**config.mk**
```make
export PLATFORM = sky130hd
export DESIGN_NAME = boundary_scan_test_port
export DESIGN_NICKNAME = d
export VERILOG_FILES = /design/src/hw/tap_pkg.sv /design/src/hw/boundary_scan_test_port.sv /design/src/hw/scan_fifo.sv
export SDC_FILE = /design/constraint.sdc
export NUM_CORES = 1
export LEC_CHECK = 0
export ABC_AREA = 0
export CAP_MARGIN = 20
export CORE_MARGIN = 5
export CORE_UTILIZATION = 63
export DETAILED_ROUTE_END_ITERATION = 16
export DONT_BUFFER_PORTS = 1
export GPL_ROUTABILITY_DRIVEN = 0
export PLACE_DENSITY = 0.83
export SLEW_MARGIN = 40
export SYNTH_ARGS = -nofsm -noshare
export SYNTH_HDL_FRONTEND = slang
export SYNTH_HIERARCHICAL = 1
export SYNTH_SLANG_ARGS = --single-unit
```
**constraint.sdc**
```tcl
create_clock -name clk_in -period 4 [get_ports clk_in]
set_input_delay 0.2 -clock clk_in [delete_from_list [all_inputs] [get_ports clk_in]]
set_output_delay 0.2 -clock clk_in [all_outputs]
set_load 0.02 [all_outputs]
```
**src/hw/tap_pkg.sv**
```systemverilog
package tap_pkg;
    // Boundary chain layout: inputs, then output data, then output enables
    localparam int N_IN      = 4;
    localparam int N_OUT     = 2;
    localparam int BSR_LEN   = N_IN + 2 * N_OUT;
    localparam int POS_IN    = 0;
    localparam int POS_DATA  = N_IN;
    localparam int POS_OE    = N_IN + N_OUT;
    localparam int IR_W      = 2;
    localparam int FIFO_DEPTH = 4;

    localparam logic [IR_W-1:0] IR_EXTEST  = 2'h0;
    localparam logic [IR_W-1:0] IR_BYPASS  = 2'h3;
    localparam logic [IR_W-1:0] IR_CAPTURE = 2'h1;
    localparam logic [IR_W-1:0] IR_RESET   = IR_BYPASS;
    localparam logic            TDO_IDLE   = 1'h1;

    typedef logic [BSR_LEN-1:0] bsr_word_t;

    typedef enum logic [15:0] {
        ST_TLR   = 16'h0001,
        ST_RTI   = 16'h0002,
        ST_SELDR = 16'h0004,
        ST_CAPDR = 16'h0008,
        ST_SHDR  = 16'h0010,
        ST_EX1DR = 16'h0020,
        ST_PSDR  = 16'h0040,
        ST_EX2DR = 16'h0080,
        ST_UPDR  = 16'h0100,
        ST_SELIR = 16'h0200,
        ST_CAPIR = 16'h0400,
        ST_SHIR  = 16'h0800,
        ST_EX1IR = 16'h1000,
        ST_PSIR  = 16'h2000,
        ST_EX2IR = 16'h4000,
        ST_UPIR  = 16'h8000
    } tap_state_t;

    typedef struct packed {
        logic tck;
        logic tms;
        logic tdi;
        logic trst_n;
    } tap_pins_t;

    // Idle levels: test clock low, the pulled-up pins high
    localparam tap_pins_t PINS_PULLED = 4'h7;

    typedef struct packed {
        logic [N_OUT-1:0] data;
        logic [N_OUT-1:0] oe;
    } pin_drive_t;
endpackage

```
**src/hw/boundary_scan_test_port.sv**
```systemverilog
`timescale 1ns/100ps
`default_nettype none
module boundary_scan_test_port (
    // Clock and reset
    input  wire logic                        clk_in,
    input  wire logic                        resetn_in,
    // Test port pins
    input  wire tap_pkg::tap_pins_t          tap_in,
    output logic                             tdo_out,
    output logic                             tdo_oe_out,
    // Core pin boundary
    input  wire logic [tap_pkg::N_IN-1:0]    pin_in,
    input  wire tap_pkg::pin_drive_t         core_drive_in,
    output tap_pkg::pin_drive_t              pin_drive_out,
    // Sampled boundary snapshots
    output logic                             snap_valid_out,
    output tap_pkg::bsr_word_t               snap_data_out,
    input  wire logic                        snap_ready_in,
    output logic                             snap_lost_out,
    // Status
    output logic [tap_pkg::IR_W-1:0]         ir_out,
    output logic                             in_reset_out
);
    import tap_pkg::*;

    // Pins come from the tester, outside this clock domain
    tap_pins_t  pins_s1_ff;
    tap_pins_t  pins_s2_ff;
    logic       tck_prev_ff;
    logic       tck_rise;
    logic       tck_fall;
    logic       tms;
    logic       tdi;
    logic       trst_act;

    tap_state_t state_ff;
    tap_state_t nxt_state;

    logic [IR_W-1:0] ir_sh_ff;
    logic [IR_W-1:0] ir_ff;
    logic            byp_ff;
    bsr_word_t       bsr_ff;
    bsr_word_t       upd_ff;
    bsr_word_t       capture_word;

    logic            sel_bypass;
    logic            sel_extest;
    logic            sel_sample;
    logic            shifting;
    logic            serial_out;

    logic            tdo_ff;
    logic            tdo_oe_ff;
    logic            lost_ff;

    logic            snap_push;
    logic            snap_room;

    // Synchroniser resets to the idle pin levels: the pulled-up pins
    // read one and the test clock stands low
    always_ff @(posedge clk_in) begin
        if (!resetn_in) begin
            pins_s1_ff <= PINS_PULLED;
            pins_s2_ff <= PINS_PULLED;
        end else begin
            pins_s1_ff <= tap_in;
            pins_s2_ff <= pins_s1_ff;
        end
    end

    always_ff @(posedge clk_in) begin
        if (!resetn_in) begin
            // Same level as the synchronised idle clock, so no false edge
            tck_prev_ff <= 1'b0;
        end else begin
            tck_prev_ff <= pins_s2_ff.tck;
        end
    end

    // Edges of the test clock, found by oversampling: the functional
    // clock never gates or follows it, so both run independently;
    // a test clock phase shorter than one clock may be missed
    assign tck_rise = pins_s2_ff.tck & ~tck_prev_ff;
    assign tck_fall = ~pins_s2_ff.tck & tck_prev_ff;
    assign tms      = pins_s2_ff.tms;
    assign tdi      = pins_s2_ff.tdi;
    // Test reset takes the synchroniser path as well: it lands two or
    // three clocks after the pin falls and needs no test clock edge
    assign trst_act = ~pins_s2_ff.trst_n;

    // Controller transitions
    always_comb begin
        nxt_state = state_ff;
        case (state_ff)
            ST_TLR: begin
                nxt_state = tms ? ST_TLR : ST_RTI;
            end
            ST_RTI: begin
                nxt_state = tms ? ST_SELDR : ST_RTI;
            end
            ST_SELDR: begin
                nxt_state = tms ? ST_SELIR : ST_CAPDR;
            end
            ST_CAPDR: begin
                nxt_state = tms ? ST_EX1DR : ST_SHDR;
            end
            ST_SHDR: begin
                nxt_state = tms ? ST_EX1DR : ST_SHDR;
            end
            ST_EX1DR: begin
                nxt_state = tms ? ST_UPDR : ST_PSDR;
            end
            ST_PSDR: begin
                nxt_state = tms ? ST_EX2DR : ST_PSDR;
            end
            ST_EX2DR: begin
                nxt_state = tms ? ST_UPDR : ST_SHDR;
            end
            ST_UPDR: begin
                nxt_state = tms ? ST_SELDR : ST_RTI;
            end
            ST_SELIR: begin
                nxt_state = tms ? ST_TLR : ST_CAPIR;
            end
            ST_CAPIR: begin
                nxt_state = tms ? ST_EX1IR : ST_SHIR;
            end
            ST_SHIR: begin
                nxt_state = tms ? ST_EX1IR : ST_SHIR;
            end
            ST_EX1IR: begin
                nxt_state = tms ? ST_UPIR : ST_PSIR;
            end
            ST_PSIR: begin
                nxt_state = tms ? ST_EX2IR : ST_PSIR;
            end
            ST_EX2IR: begin
                nxt_state = tms ? ST_UPIR : ST_SHIR;
            end
            ST_UPIR: begin
                nxt_state = tms ? ST_SELDR : ST_RTI;
            end
            default: begin
                nxt_state = ST_TLR;
            end
        endcase
    end

    always_ff @(posedge clk_in) begin
        if (!resetn_in || trst_act) begin
            state_ff <= ST_TLR;
        end else if (tck_rise) begin
            state_ff <= nxt_state;
        end
    end

    // Instruction register
    always_ff @(posedge clk_in) begin
        if (!resetn_in || trst_act) begin
            ir_sh_ff <= IR_RESET;
        end else if (tck_rise) begin
            if (state_ff == ST_CAPIR) begin
                // Fixed pattern lets the tester confirm the chain length
                ir_sh_ff <= IR_CAPTURE;
            end else if (state_ff == ST_SHIR) begin
                ir_sh_ff <= {tdi, ir_sh_ff[IR_W-1:1]};
            end
        end
    end

    always_ff @(posedge clk_in) begin
        if (!resetn_in || trst_act) begin
            ir_ff <= IR_RESET;
        end else if (tck_rise) begin
            if (state_ff == ST_TLR) begin
                ir_ff <= IR_RESET;
            end else if (state_ff == ST_UPIR) begin
                ir_ff <= ir_sh_ff;
            end
        end
    end

    // Decode: both mixed codes mean sample/preload, so no code is
    // left without a data register
    always_comb begin
        sel_extest = 1'b0;
        sel_bypass = 1'b0;
        sel_sample = 1'b0;
        case (ir_ff)
            IR_EXTEST: begin
                sel_extest = 1'b1;
            end
            IR_BYPASS: begin
                sel_bypass = 1'b1;
            end
            default: begin
                sel_sample = 1'b1;
            end
        endcase
    end

    // Capture: pin inputs, then core output data, then core enables
    always_comb begin
        capture_word = '0;
        capture_word[POS_IN +: N_IN]    = pin_in;
        capture_word[POS_DATA +: N_OUT] = core_drive_in.data;
        capture_word[POS_OE +: N_OUT]   = core_drive_in.oe;
    end

    // Bypass stage, one flip-flop; it captures zero so a tester can
    // count the stages of a chain
    always_ff @(posedge clk_in) begin
        if (!resetn_in || trst_act) begin
            byp_ff <= 1'b0;
        end else if (tck_rise && sel_bypass) begin
            if (state_ff == ST_CAPDR) begin
                byp_ff <= 1'b0;
            end else if (state_ff == ST_SHDR) begin
                byp_ff <= tdi;
            end
        end
    end

    // Boundary chain shifts toward cell 0, which leaves first
    always_ff @(posedge clk_in) begin
        if (!resetn_in || trst_act) begin
            bsr_ff <= '0;
        end else if (tck_rise && !sel_bypass) begin
            if (state_ff == ST_CAPDR) begin
                bsr_ff <= capture_word;
            end else if (state_ff == ST_SHDR) begin
                bsr_ff <= {tdi, bsr_ff[BSR_LEN-1:1]};
            end
        end
    end

    // Update latch only changes on Update-DR, so shifting never
    // reaches the pins while the core runs
    always_ff @(posedge clk_in) begin
        if (!resetn_in || trst_act) begin
            upd_ff <= '0;
        end else if (tck_rise && !sel_bypass && state_ff == ST_UPDR) begin
            upd_ff <= bsr_ff;
        end
    end

    // Pins follow the core except under EXTEST; enables are active high
    always_comb begin
        pin_drive_out = core_drive_in;
        if (sel_extest) begin
            pin_drive_out.data = upd_ff[POS_DATA +: N_OUT];
            pin_drive_out.oe   = upd_ff[POS_OE +: N_OUT];
        end
    end

    // Serial path: Shift-IR reads the instruction stage, a data scan
    // reads whichever register the instruction selected
    assign shifting = (state_ff == ST_SHDR) || (state_ff == ST_SHIR);

    always_comb begin
        serial_out = bsr_ff[0];
        if (state_ff == ST_SHIR) begin
            serial_out = ir_sh_ff[0];
        end else if (sel_bypass) begin
            serial_out = byp_ff;
        end
    end

    // Data-out and its enable move only on falling edges or a reset; outside a
    // shift the pad reads the idle level, never a stale cell
    always_ff @(posedge clk_in) begin
        if (!resetn_in || trst_act) begin
            tdo_oe_ff <= 1'b0;
        end else if (tck_fall) begin
            tdo_oe_ff <= shifting;
        end
    end

    always_ff @(posedge clk_in) begin
        if (!resetn_in || trst_act) begin
            tdo_ff <= TDO_IDLE;
        end else if (tck_fall) begin
            if (shifting) begin
                tdo_ff <= serial_out;
            end else begin
                tdo_ff <= TDO_IDLE;
            end
        end
    end

    assign tdo_out    = tdo_ff;
    assign tdo_oe_out = tdo_oe_ff;

    // A sample snapshot is offered at each sample/preload Capture-DR; a full buffer
    // cannot stall the tester, so the snapshot is dropped and flagged
    assign snap_push = tck_rise && sel_sample && (state_ff == ST_CAPDR);

    always_ff @(posedge clk_in) begin
        if (!resetn_in || trst_act) begin
            lost_ff <= 1'b0;
        end else if (snap_push && !snap_room) begin
            lost_ff <= 1'b1;
        end
    end

    // Only the functional reset empties the buffer: snapshots already
    // queued stay readable across a test reset
    scan_fifo #(
        .W     (BSR_LEN),
        .DEPTH (FIFO_DEPTH)
    ) u_snap_fifo (
        .clk_in        (clk_in),
        .resetn_in     (resetn_in),
        .in_valid_in   (snap_push),
        .in_data_in    (capture_word),
        .in_ready_out  (snap_room),
        .out_valid_out (snap_valid_out),
        .out_data_out  (snap_data_out),
        .out_ready_in  (snap_ready_in)
    );

    assign snap_lost_out = lost_ff;
    assign ir_out        = ir_ff;
    assign in_reset_out  = (state_ff == ST_TLR);
endmodule // boundary_scan_test_port
`default_nettype wire

```
**src/hw/scan_fifo.sv**
```systemverilog
`timescale 1ns/100ps
`default_nettype none
module scan_fifo #(
    parameter int W     = 8,
    parameter int DEPTH = 4
) (
    // Clock and reset
    input  wire logic         clk_in,
    input  wire logic         resetn_in,
    // Fill side
    input  wire logic         in_valid_in,
    input  wire logic [W-1:0] in_data_in,
    output logic              in_ready_out,
    // Drain side
    output logic              out_valid_out,
    output logic [W-1:0]      out_data_out,
    input  wire logic         out_ready_in
);
    localparam int AW = $clog2(DEPTH);
    localparam int CW = $clog2(DEPTH + 1);

    logic [W-1:0]  mem_ff [DEPTH];
    logic [AW-1:0] wr_ff;
    logic [AW-1:0] rd_ff;
    logic [CW-1:0] cnt_ff;
    logic          push;
    logic          pop;

    assign in_ready_out  = (cnt_ff != CW'(DEPTH));
    assign out_valid_out = (cnt_ff != '0);
    assign out_data_out  = mem_ff[rd_ff];
    assign push = in_valid_in & in_ready_out;
    assign pop  = out_valid_out & out_ready_in;

    always_ff @(posedge clk_in) begin
        if (push) begin
            mem_ff[wr_ff] <= in_data_in;
        end
    end

    always_ff @(posedge clk_in) begin
        if (!resetn_in) begin
            wr_ff  <= '0;
            rd_ff  <= '0;
            cnt_ff <= '0;
        end else begin
            if (push) begin
                wr_ff <= (wr_ff == AW'(DEPTH - 1)) ? '0 : wr_ff + 1'b1;
            end
            if (pop) begin
                rd_ff <= (rd_ff == AW'(DEPTH - 1)) ? '0 : rd_ff + 1'b1;
            end
            if (push && !pop) begin
                cnt_ff <= cnt_ff + 1'b1;
            end else if (pop && !push) begin
                cnt_ff <= cnt_ff - 1'b1;
            end
        end
    end
endmodule // scan_fifo
`default_nettype wire

```
==> flow_results.xml <==
<?xml version="1.0" encoding="UTF-8"?>
<metrics>
  <group name="outcome">
    <metric name="run_status" unit="">completed</metric>
  </group>
  <group name="layout">
    <metric name="antenna-diode-count" unit="">0</metric>
    <metric name="final_nets" unit="">381</metric>
    <metric name="post_route_cells_drive_above_1_share" unit="%">17.1</metric>
    <metric name="area_growth_syn_to_layout" unit="%">9.70</metric>
  </group>
  <group name="synth">
    <metric name="synth_xor_xnor_area_share" unit="%">1.12</metric>
    <metric name="synth_seq_cells" unit="">86</metric>
    <metric name="synth_cell_types" unit="">60</metric>
    <metric name="post_synth_fa_ha_maj_area_fraction" unit="%">3.08</metric>
    <metric name="synthArstFlopShare" unit="%">0</metric>
    <metric name="synth_area" unit="sq um">3900</metric>
    <metric name="syn-instance-count" unit="">345</metric>
    <metric name="synth.net_count" unit="">369</metric>
    <metric name="synth.mux.area_fraction" unit="%">9.66</metric>
    <metric name="synth_simple_gate_area_share" unit="%">20.4</metric>
    <metric name="ys_dominant_reg_cell" unit="">sky130_fd_sc_hd__dfxtp_1</metric>
    <metric name="synth.yosys.warnings" unit="">6</metric>
    <metric name="synth_top_family_by_area" unit="">simple AND/OR/NAND/NOR gates</metric>
    <metric name="synth.yosys.seq_area_share" unit="%">52.4</metric>
    <metric name="synth_compound_gate_area_share" unit="%">10.4</metric>
    <metric name="avgSynthCellArea" unit="sq um">11.3</metric>
    <metric name="count_of_flip_flops_with_a_built_in_enable_after_synthesis" unit="">32</metric>
  </group>
  <group name="sta">
    <metric name="worst_slew_margin_rel" unit="%">53.6</metric>
    <metric name="slew_viol_final" unit="">0</metric>
    <metric name="min_period" unit="ns">3.30</metric>
    <metric name="hold_violations" unit="">0</metric>
    <metric name="setup-tns-final" unit="ns">0</metric>
    <metric name="max_freq" unit="MHz">303</metric>
    <metric name="worst_slack" unit="ns">0.704</metric>
    <metric name="clock_skew" unit="ns">0.00817</metric>
    <metric name="timing_worst_slew_pin_value" unit="ns">0.689</metric>
    <metric name="worst_hold_slack" unit="ns">0.0182</metric>
    <metric name="rsz_0062_raised_after_global_routing" unit="">false</metric>
    <metric name="final-setup-viol-count" unit="">0</metric>
    <metric name="final_min_period_over_clock_period" unit="%">82.4</metric>
  </group>
  <group name="clock_network">
    <metric name="clock-root-buffer" unit="">sky130_fd_sc_hd__clkbuf_8</metric>
    <metric name="cts_max_level" unit="">3</metric>
    <metric name="clk_pin_slew" unit="ns">0.09</metric>
    <metric name="clock_latency" unit="ns">0.36</metric>
    <metric name="post_cts_resize_count" unit="">0</metric>
    <metric name="tritoncts_num_sinks" unit="">86</metric>
    <metric name="clock_path_buffers" unit="">2</metric>
    <metric name="cts_buffers" unit="">9</metric>
    <metric name="clock_tree_from_tritoncts" unit="">done</metric>
  </group>
  <group name="global_routing">
    <metric name="met1_usage" unit="%">28.5</metric>
    <metric name="global_route.overflow_total" unit="">0</metric>
    <metric name="grt_pass1_wl" unit="um">13500</metric>
    <metric name="grt_antenna_before_repair" unit="">0</metric>
    <metric name="grtUsageMet2" unit="%">37.2</metric>
    <metric name="grt_pass1_vias" unit="">2747</metric>
    <metric name="grt-busiest-layer" unit="">met2</metric>
    <metric name="global_route.usage.total" unit="%">22.8</metric>
    <metric name="grt_max_degree" unit="">32</metric>
    <metric name="global_route.usage.met3" unit="%">6.89</metric>
  </group>
  <group name="power_and_ir_drop">
    <metric name="powerDensity" unit="nW/um^2">359</metric>
    <metric name="leakage_power" unit="nW">1.49</metric>
    <metric name="ir_drop" unit="V">0.000316</metric>
  </group>
  <group name="placement">
    <metric name="port_buffers" unit="">0</metric>
    <metric name="dp_slack" unit="ns">0.784</metric>
    <metric name="hpwl" unit="um">5320</metric>
  </group>
  <group name="floorplanning">
    <metric name="fp.dieArea" unit="sq um">7860</metric>
    <metric name="floorplan.initialDensity" unit="%">65.4</metric>
    <metric name="placementRows" unit="">28</metric>
    <metric name="design.core.area" unit="sq um">5960</metric>
    <metric name="die_w" unit="um">88.7</metric>
    <metric name="floorplan.io_pins" unit="">34</metric>
    <metric name="dieHeight" unit="um">88.7</metric>
  </group>
  <group name="flow_run">
    <metric name="timing.max_cap.violations" unit="">0</metric>
  </group>
  <group name="route">
    <metric name="drt_first_pass_iters" unit="">5</metric>
    <metric name="drc_errors" unit="">0</metric>
    <metric name="routed_wire_length_per_instance" unit="um">18.5</metric>
    <metric name="dr_total_vias" unit="">2787</metric>
    <metric name="antenna_nets_post_route" unit="">0</metric>
    <metric name="initial_drc_count" unit="">282</metric>
    <metric name="route.detailed.vias_per_inst" unit="">6.38</metric>
    <metric name="finalWirelength" unit="um">8100</metric>
  </group>
  <group name="critical_path">
    <metric name="rrSetupSlack" unit="ns">0.70</metric>
    <metric name="critPathTopFamily" unit="">simple AND/OR/NAND/NOR gates</metric>
    <metric name="critical_path_buf_inv_count" unit="">2</metric>
    <metric name="sequence_of_cells_on_the_critical_path" unit="">nor4b_1 -&gt; nand4_1 -&gt; buf_4 -&gt; nor2_1 -&gt; and2_4 -&gt; ha_1 -&gt; inv_1 -&gt; fa_1 -&gt; xor2_1 -&gt; or3_2 -&gt; a21boi_0</metric>
    <metric name="timing.critical_path.from_type" unit="">flip-flop</metric>
    <metric name="worst_ep_required_time" unit="ns">4.29</metric>
    <metric name="cpMaxStageDelayCell" unit="">sky130_fd_sc_hd__nor4b_1</metric>
    <metric name="critical_path_class" unit="">reg2reg</metric>
    <metric name="cp.arrival" unit="ns">3.58</metric>
    <metric name="cp-end-kind" unit="">flip-flop</metric>
    <metric name="crit_path_max_incr_delay" unit="ns">0.50</metric>
    <metric name="worstPathMaxFanout" unit="">10</metric>
  </group>
  <group name="worst_hold_path">
    <metric name="holdCritPathClass" unit="">in2reg</metric>
  </group>
</metrics>
layout make-up:
class	count	area, sq um
fill	412	1680
inverter	7	26.3
clock buffer	9	124
clock inverter	7	56.3
tap	75	93.8
timing repair buffer	21	190
sequential	86	2040
multi-input combinational	232	1740
final timing paths:
kind	start	endpoint	cells past startpoint
setup reg to reg	state_ff[0]$_SDFFE_PP1P_	u_snap_fifo/cnt_ff[2]$_SDFFE_PN0P_	11
hold reg to reg	pins_s1_ff[2]$_SDFF_PN1_	tms$_SDFF_PN1_	1
hold / removal	resetn_in	u_snap_fifo/rd_ff[1]$_SDFFE_PN0P_	2
setup / recovery	state_ff[0]$_SDFFE_PP1P_	u_snap_fifo/cnt_ff[2]$_SDFFE_PN0P_	11
stage by stage:
| stage | instance area (sq um) | instances | total power [mW] | util [%] |
|---|---|---|---|---|
| global route | 4280 | 437 | 1.59 | 71.8 |
| detailed placement | 3960 | 407 | 0.972 | 66.4 |
| CTS | 4270 | 436 | 1.54 | 71.7 |
| global placement | 3960 | 407 | 0.971 | 66.4 |
| finish | 4280 | 437 | 1.54 | 71.8 |
| floorplan | 3900 | 345 | 0.965 | - |
power breakdown:
part / internal [mW] / switching (mW) / total (mW) / leakage [nW]
clock: 0.234 / 0.334 / 0.567 / 0.0895
combinational: 0.0209 / 0.0337 / 0.0546 / 0.677
sequential: 0.910 / 0.00335 / 0.913 / 0.725
total: 1.16 / 0.371 / 1.54 / 1.49
timing repair:
action,CTS,global route
endpoints found under the hold margin,46,0
setup buffers,0,0
hold buffers,13,0
cells in the mapped netlist, drive strengths merged, types with 7 or more instances:
| cell type | n | area share (%) |
|---|---|---|
| nand2b | 11 | 1.8 |
| mux2i | 14 | 3.6 |
| and2 | 7 | 1.2 |
| edfxtp | 32 | 25 |
| nor4 | 10 | 2.3 |
| dfxtp | 54 | 28 |
| mux4 | 8 | 4.6 |
| a211oi | 9 | 2.0 |
| inv | 7 | 0.67 |
| nor2 | 31 | 3.0 |
| a22oi | 9 | 1.7 |
| nor4b | 9 | 2.4 |
| a21oi | 15 | 2.0 |
| nand2 | 26 | 2.6 |
| clkbuf | 14 | 1.4 |
| ha | 8 | 2.6 |
| o21ai | 15 | 1.9 |
sequential cells by signal, summed over array words and instances, names as in the netlist, 2 cells and up, named ones only:
| register | count |
|---|---|
| u_snap_fifo/mem_ff | 32 |
| state_ff | 16 |
| bsr_ff | 8 |
| pins_s1_ff | 4 |
| upd_ff | 4 |
| u_snap_fifo/cnt_ff | 3 |
| ir_out | 2 |
| ir_sh_ff | 2 |
| pins_s2_ff | 2 |
| u_snap_fifo/rd_ff | 2 |
| u_snap_fifo/wr_ff | 2 |
worst reg2reg max path, delay by kind of cell (launching register included):
family | cells | cell delay [ns]
compound gates | 1 | 0.16
xor+xnor | 1 | 0.18
simple gates | 5 | 1.58
buf+inv | 2 | 0.30
fa+ha+maj | 2 | 0.63
flops | 1 | 0.38
layout by cell type, fill, tap and decap left out, types with 8 or more instances in the layout:
cell type,n
sky130_fd_sc_hd__mux2i_1,14
sky130_fd_sc_hd__nand2b_1,11
sky130_fd_sc_hd__nand2_1,24
sky130_fd_sc_hd__ha_1,8
sky130_fd_sc_hd__dfxtp_1,54
sky130_fd_sc_hd__mux4_2,8
sky130_fd_sc_hd__nor2_1,31
sky130_fd_sc_hd__o21ai_0,13
sky130_fd_sc_hd__a21oi_1,14
sky130_fd_sc_hd__nor4b_1,8
sky130_fd_sc_hd__buf_4,8
sky130_fd_sc_hd__clkbuf_8,9
sky130_fd_sc_hd__edfxtp_1,32
sky130_fd_sc_hd__dlygate4sd3_1,13
sky130_fd_sc_hd__a22oi_1,9
routing by layer:
layer | share of wire [%] | routed length [um] | vias up
li1 | - | - | 1302
met3 | 6.8 | 549 | 16
met5 | 0 | 0 | -
met1 | 42 | 3440 | 1366
met2 | 49 | 3960 | 103
met4 | 1.9 | 150 | 0
kinds of logic (layout without fill, tap and decap cells):
family          after synthesis  count (layout)
simple gates                132             132
flops                        86              86
compound gates               59              59
mux                          27              27
buf+inv                      27              44
fa+ha+maj                     9               9
xor+xnor                      5               5
No activity file was read; power rests on OpenSTA's default activity.
